===== src/scan_consts.svh =====
`ifndef SCAN_CONSTS_SVH
`define SCAN_CONSTS_SVH

// ****************************************
// Instruction codes
// ****************************************
`define IR_W            3
`define IR_EXTEST       3'h0
`define IR_RING_ONE     3'h1
`define IR_CFG_WRITE    3'h2
`define IR_RESERVED     3'h3
`define IR_SAMPLE       3'h4
`define IR_RING_TWO     3'h5
`define IR_CFG_READ     3'h6
`define IR_BYPASS       3'h7
`define IR_CAPTURE      3'h1

// ****************************************
// Boundary register geometry
// ****************************************
`define CELLS_PER_GROUP 4
`define GROUP_COUNT     2
`define PAD_COUNT       (`CELLS_PER_GROUP * `GROUP_COUNT)

// ****************************************
// Pin synchroniser layout and reset values
// ****************************************
`define SYNC_PINS       5
`define PIN_TCK         0
`define PIN_TMS         1
`define PIN_TDI         2
`define PIN_PUR         3
`define PIN_PRG         4
// TCK rests high, so its stages reset to that level and see no false rise
`define PIN_RESET_VAL   5'h01
`define TCK_IDLE        1'b1
`define TAP_CTL_RESET   10'h200
`define BYPASS_CAPTURE  1'b0

`endif


===== src/scan_pkg.sv =====
`include "scan_consts.svh"

package scan_pkg;

  typedef enum logic [15:0] {
    ST_RESET    = 16'h0001,
    ST_IDLE     = 16'h0002,
    ST_SEL_DR   = 16'h0004,
    ST_CAP_DR   = 16'h0008,
    ST_SH_DR    = 16'h0010,
    ST_EX1_DR   = 16'h0020,
    ST_PAUSE_DR = 16'h0040,
    ST_EX2_DR   = 16'h0080,
    ST_UPD_DR   = 16'h0100,
    ST_SEL_IR   = 16'h0200,
    ST_CAP_IR   = 16'h0400,
    ST_SH_IR    = 16'h0800,
    ST_EX1_IR   = 16'h1000,
    ST_PAUSE_IR = 16'h2000,
    ST_EX2_IR   = 16'h4000,
    ST_UPD_IR   = 16'h8000
  } tap_state_e;

  typedef enum logic [`IR_W-1:0] {
    IN_EXTEST    = `IR_EXTEST,
    IN_RING_ONE  = `IR_RING_ONE,
    IN_CFG_WRITE = `IR_CFG_WRITE,
    IN_RESERVED  = `IR_RESERVED,
    IN_SAMPLE    = `IR_SAMPLE,
    IN_RING_TWO  = `IR_RING_TWO,
    IN_CFG_READ  = `IR_CFG_READ,
    IN_BYPASS    = `IR_BYPASS
  } instr_e;

  typedef struct packed {
    logic treset;
    logic select;
    logic enable;
    logic capture_dr;
    logic capture_ir;
    logic shift_dr;
    logic shift_ir;
    logic update_dr;
    logic update_ir;
    logic mode;
  } tap_ctl_s;

  typedef struct packed {
    logic ring_one_sel;
    logic ring_two_sel;
    logic capture;
    logic shift;
    logic update;
    logic scan_bit;
  } ring_ctl_s;

  typedef struct packed {
    logic wr_active;
    logic wr_strobe;
    logic wr_bit;
    logic rd_active;
    logic rd_strobe;
  } cfg_ctl_s;

endpackage


===== src/boundary_cell.sv =====
`timescale 1ns/10ps
`include "scan_consts.svh"

module boundary_cell
  import scan_pkg::*;
(
  // Clock and reset
  input  wire logic sys_clk,
  input  wire logic rst,
  // Controller side
  input  wire logic tck_rise,
  input  wire logic tck_fall,
  input  wire logic capture,
  input  wire logic shift_n,
  input  wire logic update,
  input  wire logic treset,
  input  wire logic mode,
  input  wire logic scan_in,
  output logic      scan_out,
  // Pad and logic array side
  input  wire logic pad_in,
  input  wire logic func_out,
  input  wire logic pad_tristate_sig,
  output logic      pad_out,
  output logic      pad_oe_n
);

  logic dir_sh_r;
  logic data_sh_r;
  logic dir_upd_r;
  logic data_upd_r;
  logic dir_upd_nxt;
  logic data_upd_nxt;
  logic output_direction_flag;
  logic pad_out_r;
  logic pad_oe_n_r;

  // Test mode hands the buffer to the update latches
  assign output_direction_flag = mode ? dir_upd_r : pad_tristate_sig;

  // ****************************************
  // Shift stages: direction cell feeds data cell
  // ****************************************
  always_ff @(posedge sys_clk or posedge rst)
  begin
    if (rst)
    begin
      dir_sh_r  <= 1'b0;
      data_sh_r <= 1'b0;
    end
    else if (tck_rise && capture)
    begin
      dir_sh_r  <= output_direction_flag;
      data_sh_r <= output_direction_flag ? func_out : pad_in;
    end
    else if (tck_rise && !shift_n)
    begin
      dir_sh_r  <= scan_in;
      data_sh_r <= dir_sh_r;
    end
  end

  assign scan_out = data_sh_r;

  // ****************************************
  // Update latches, loaded on the falling TCK
  // ****************************************
  always_comb
  begin
    dir_upd_nxt  = dir_upd_r;
    data_upd_nxt = data_upd_r;
    if (treset)
    begin
      dir_upd_nxt  = 1'b0;
      data_upd_nxt = 1'b0;
    end
    else if (tck_fall && update)
    begin
      dir_upd_nxt  = dir_sh_r;
      data_upd_nxt = data_sh_r;
    end
  end

  always_ff @(posedge sys_clk or posedge rst)
  begin
    if (rst)
    begin
      dir_upd_r  <= 1'b0;
      data_upd_r <= 1'b0;
    end
    else
    begin
      dir_upd_r  <= dir_upd_nxt;
      data_upd_r <= data_upd_nxt;
    end
  end

  // Pads take the new latch value in the same cycle as the fall
  always_ff @(posedge sys_clk or posedge rst)
  begin
    if (rst)
    begin
      pad_out_r  <= 1'b0;
      pad_oe_n_r <= 1'b1;
    end
    else
    begin
      pad_out_r  <= mode ? data_upd_nxt : func_out;
      pad_oe_n_r <= mode ? ~dir_upd_nxt : ~pad_tristate_sig;
    end
  end

  assign pad_out  = pad_out_r;
  assign pad_oe_n = pad_oe_n_r;

  // ****************************************
  // Checks
  // ****************************************
  property p_pad_on_fall;
    @(posedge sys_clk) disable iff (rst)
    (mode && $past(mode) && $past(mode, 2) && !$past(treset) &&
     (pad_out != $past(pad_out)))
      |-> $past(tck_fall && update);
  endproperty
  a_pad_on_fall: assert property (p_pad_on_fall)
    else $error("pad changed in test mode without an update fall");

  property p_capture_input;
    @(posedge sys_clk) disable iff (rst)
    (tck_rise && capture && !output_direction_flag)
      |=> (data_sh_r == $past(pad_in));
  endproperty
  a_capture_input: assert property (p_capture_input)
    else $error("data cell did not capture the pad input");

endmodule


===== config.mk =====
export PLATFORM = sky130hd
export DESIGN_NAME = boundary_cell
export DESIGN_NICKNAME = d
export VERILOG_FILES = /design/src/scan_pkg.sv /design/src/boundary_cell.sv
export VERILOG_INCLUDE_DIRS = /design/src
export SDC_FILE = /design/constraint.sdc
export NUM_CORES = 1
export LEC_CHECK = 0
export BUFFER_PORTS_ARGS = -buffer_cell sky130_fd_sc_hd__buf_2
export CORE_AREA = 2 2 39 41
export CTS_CLUSTER_SIZE = 12
export DETAILED_ROUTE_END_ITERATION = 16
export DIE_AREA = 0 0 41 43
export PLACE_DENSITY = 0.48
export SLEW_MARGIN = 0
export SYNTH_ARGS = -nofsm -noshare
export SYNTH_HDL_FRONTEND = slang
export SYNTH_SLANG_ARGS = --single-unit

===== constraint.sdc =====
create_clock -name sys_clk -period 1.2 [get_ports sys_clk]
set_input_delay 0.12 -clock sys_clk [delete_from_list [all_inputs] [get_ports sys_clk]]
set_output_delay 0.12 -clock sys_clk [all_outputs]
set_load 0.005 [all_outputs]

==> impl_results.md <==
* Via density at 4.34
* Synth-to-layout area growth at 43.0%
* Flip-flop and latch count after synthesis at 6
* WL final at 643 µm
* Final Hold Violating Endpoints at 0
* Dominant cell type by area after synthesis: dfrtp_1
* Final Wtd Congestion at 0.635
* Post-synth EDFFs at 0
* Initial DRT Pass Iterations at 1
* Cell Pwr Density at 1210 nW/µm²
* Slowest cell delay on critical path at 0.37 ns
* Die area at 1760 µm²
* Remaining Overflow, GRT at 0
* CTS tree: yes
* Initial antenna violation count at 0
* Top_reg_cell synth: dfrtp_1
* Postcts setup bufs at 0
* Root buffer cell: clkbuf_4
* Period utilization at 92.9%
* CTS clk-pin slew, worst paths at 0.05 ns
* YS warnings at 0
* Share of layout cells above drive strength 1 at 55.6%
* Worst-case reg-to-reg path depth at 3
* Worst VDD drop at 0.000347 V
* Design area at 437 µm²
* Crit path max-delay family: multiplexers
* Run status: completed
* Pre-CTS setup slack at 0.0918 ns
* Cts bufs inserted at 3
* Clock Latency Late Sink at 0.24 ns
* H-tree depth at 1
* Setup TNS at 0 ns
* Unrepaired setup endpoints after global routing: false
* Placed cells at 56
* Detail Route Antenna Nets at 0
* Synth area leaders: dfrtp_1 41%, dfstp_2 8.6%, a21bo_2 6.6%
* Syn Nets at 38
* Initial DRC count at 0
* Placed Area at 400 µm²
* CP required at roughly 1.4 ns
* Worst setup EP type: flip-flop
* Clock Tree Buf Depth at 2
* Worst path buffer plus inverter count at 0
* MaxCap Viol Count at 0
* Setup-failing EPs final at 0
* Total power at 0.530 mW
* Worst clock skew at 0.00353 ns
* CTS resizes at 0
* Met2 GRT Util at 11.6%
* DIE WIDTH at ~40 µm
* Startpoint types: flip-flop
* Worst path cell trace: mux2_4, mux2i_1, a221oi_2
* Count leader, synth: dfrtp_1
* Total track usage at a little under a tenth
* Leak pwr at 0.218 nW
* Worst Hold Class: in -> reg
* DRC at 0
* Die Y at 43 µm
* Grt peak-use layer: met1
* Mapped Avg Cell Area at approximately 12 µm²
* Worst EP arrival at 1.26 ns
* Fill cells at about 150
* Fin. max-slew vios at 0
* Initial core utilization at between 20 and 25%
* Synthesized instance count at 25
* DR WL/cell at roughly 11 µm
* Worst Path Max Fanout at 2
* CP max-delay cell: dfrtp_1
* Top cell type's share of synthesized area at 41.0%
* CP Depth at 3
* Fmax at 897 MHz
* Max-slew headroom at approximately three quarters
* Nets at 59
* Vias in the first global route at 261
* WHS at roughly 0.052 ns
* Worst hold path depth at 2
* Setup ws final at 0.0851 ns
* Inserted Diodes at 0
* Layout Cells excl Fill at 61
* Fin util at between 30% and 40%
* Critical setup path kind: reg -> reg
* First-pass GRT wire length at between 1000 and 1500 µm
* Largest net degree at the start of global routing at 7
* Post-Syn Area at 305 µm²
* Post-synth cell types at 15
* Synth async-reset ratio at 100%
* Post-synth top cells: 5 x dfrtp_1, 3 x inv_1
* Post-synthesis sequential area ratio at 49.6%
* # IOs at 16
* Cell Rows at 14
* Worst Tran Pin Value at roughly 0.35 ns
* Clk sinks at 6
* M3 GR Usage at 1.57%
* IO buf count at 15
* Met1 GRT Util at 13.2%
* Core ar. at 1380 µm²
* Vias at 265
* Tmin final at 1.11 ns
==> cells in the final DEF (no fill, tap or decap) <==
cell           synthesis  final
mux2i_1                2      2
a21oi_1                2      2
clkbuf_1               0      1
inv_1                  3      3
dfrtp_1                5      5
a221o_2                1      1
nor4b_1                1      1
dfstp_2                1      1
mux2_4                 1      1
mux2_2                 1      1
nand3_1                2      2
buf_2                  0     15
dlygate4sd3_1          0      1
o21ai_0                1      1
a21bo_2                2      2
nor4bb_1               1      1
and2_1                 1      1
a221oi_2               1      1
clkbuf_4               0      3
==> layer usage <==
layer	share of wire, %	up-vias
li1	-	132
met1	49	121
met2	44	12
met3	7.6	0
met4	0	0
met5	0	-
==> cells by family after synthesis <==
family	count (synthesis)	synth area share, %
flip-flops	6	49.6
multiplexers	4	15.2
buffers and inverters	3	3.69
AND/OR/NAND/NOR	5	11.5
AO/OA/AOI/OAI	7	20.1
==> area by class of cell <==
class | instances | area, µm² | share of cell area, %
flip-flops and latches | 6 | 151 | 34.7
inverters | 3 | 11.3 | 2.58
well taps | 16 | 20.0 | 4.58
repair buffers | 16 | 85.1 | 19.5
clock buffers | 4 | 26.3 | 6.02
multi-input cells | 16 | 143 | 32.7
==> repair_timing <==
action / CTS / global route
endpoints found under the hold margin: 5 / 0
setup endpoints to repair: 0 / 0
hold buffers: 1 / 0
==> where the power goes <==
group,switching [mW],internal [mW],total [mW]
registers,0.00943,0.223,0.232
logic,0.0404,0.0530,0.0934
clock network,0.0775,0.126,0.204
==> sequential cells by signal, summed over array words and instances, names as in the netlist <==
register	cells
dir_sh_r	1
pad_oe_n	1
data_upd_r	1
dir_upd_r	1
pad_out	1
scan_out	1
==> worst paths after layout <==
check	slack [ns]	to	startpoint
max	0.09	scan_out$_DFFE_PP0P_	dir_upd_r$_DFF_PP0_
min	0.05	pad_oe_n$_DFF_PP1_	pad_tristate_sig
max reg2reg	0.09	scan_out$_DFFE_PP0P_	dir_upd_r$_DFF_PP0_
min reg2reg	0.56	scan_out$_DFFE_PP0P_	scan_out$_DFFE_PP0P_
max in group asynchronous	0.61	pad_oe_n$_DFF_PP1_	rst
min in group asynchronous	0.34	dir_sh_r$_DFFE_PP0P_	rst
Power figures use the tool's default switching activity.
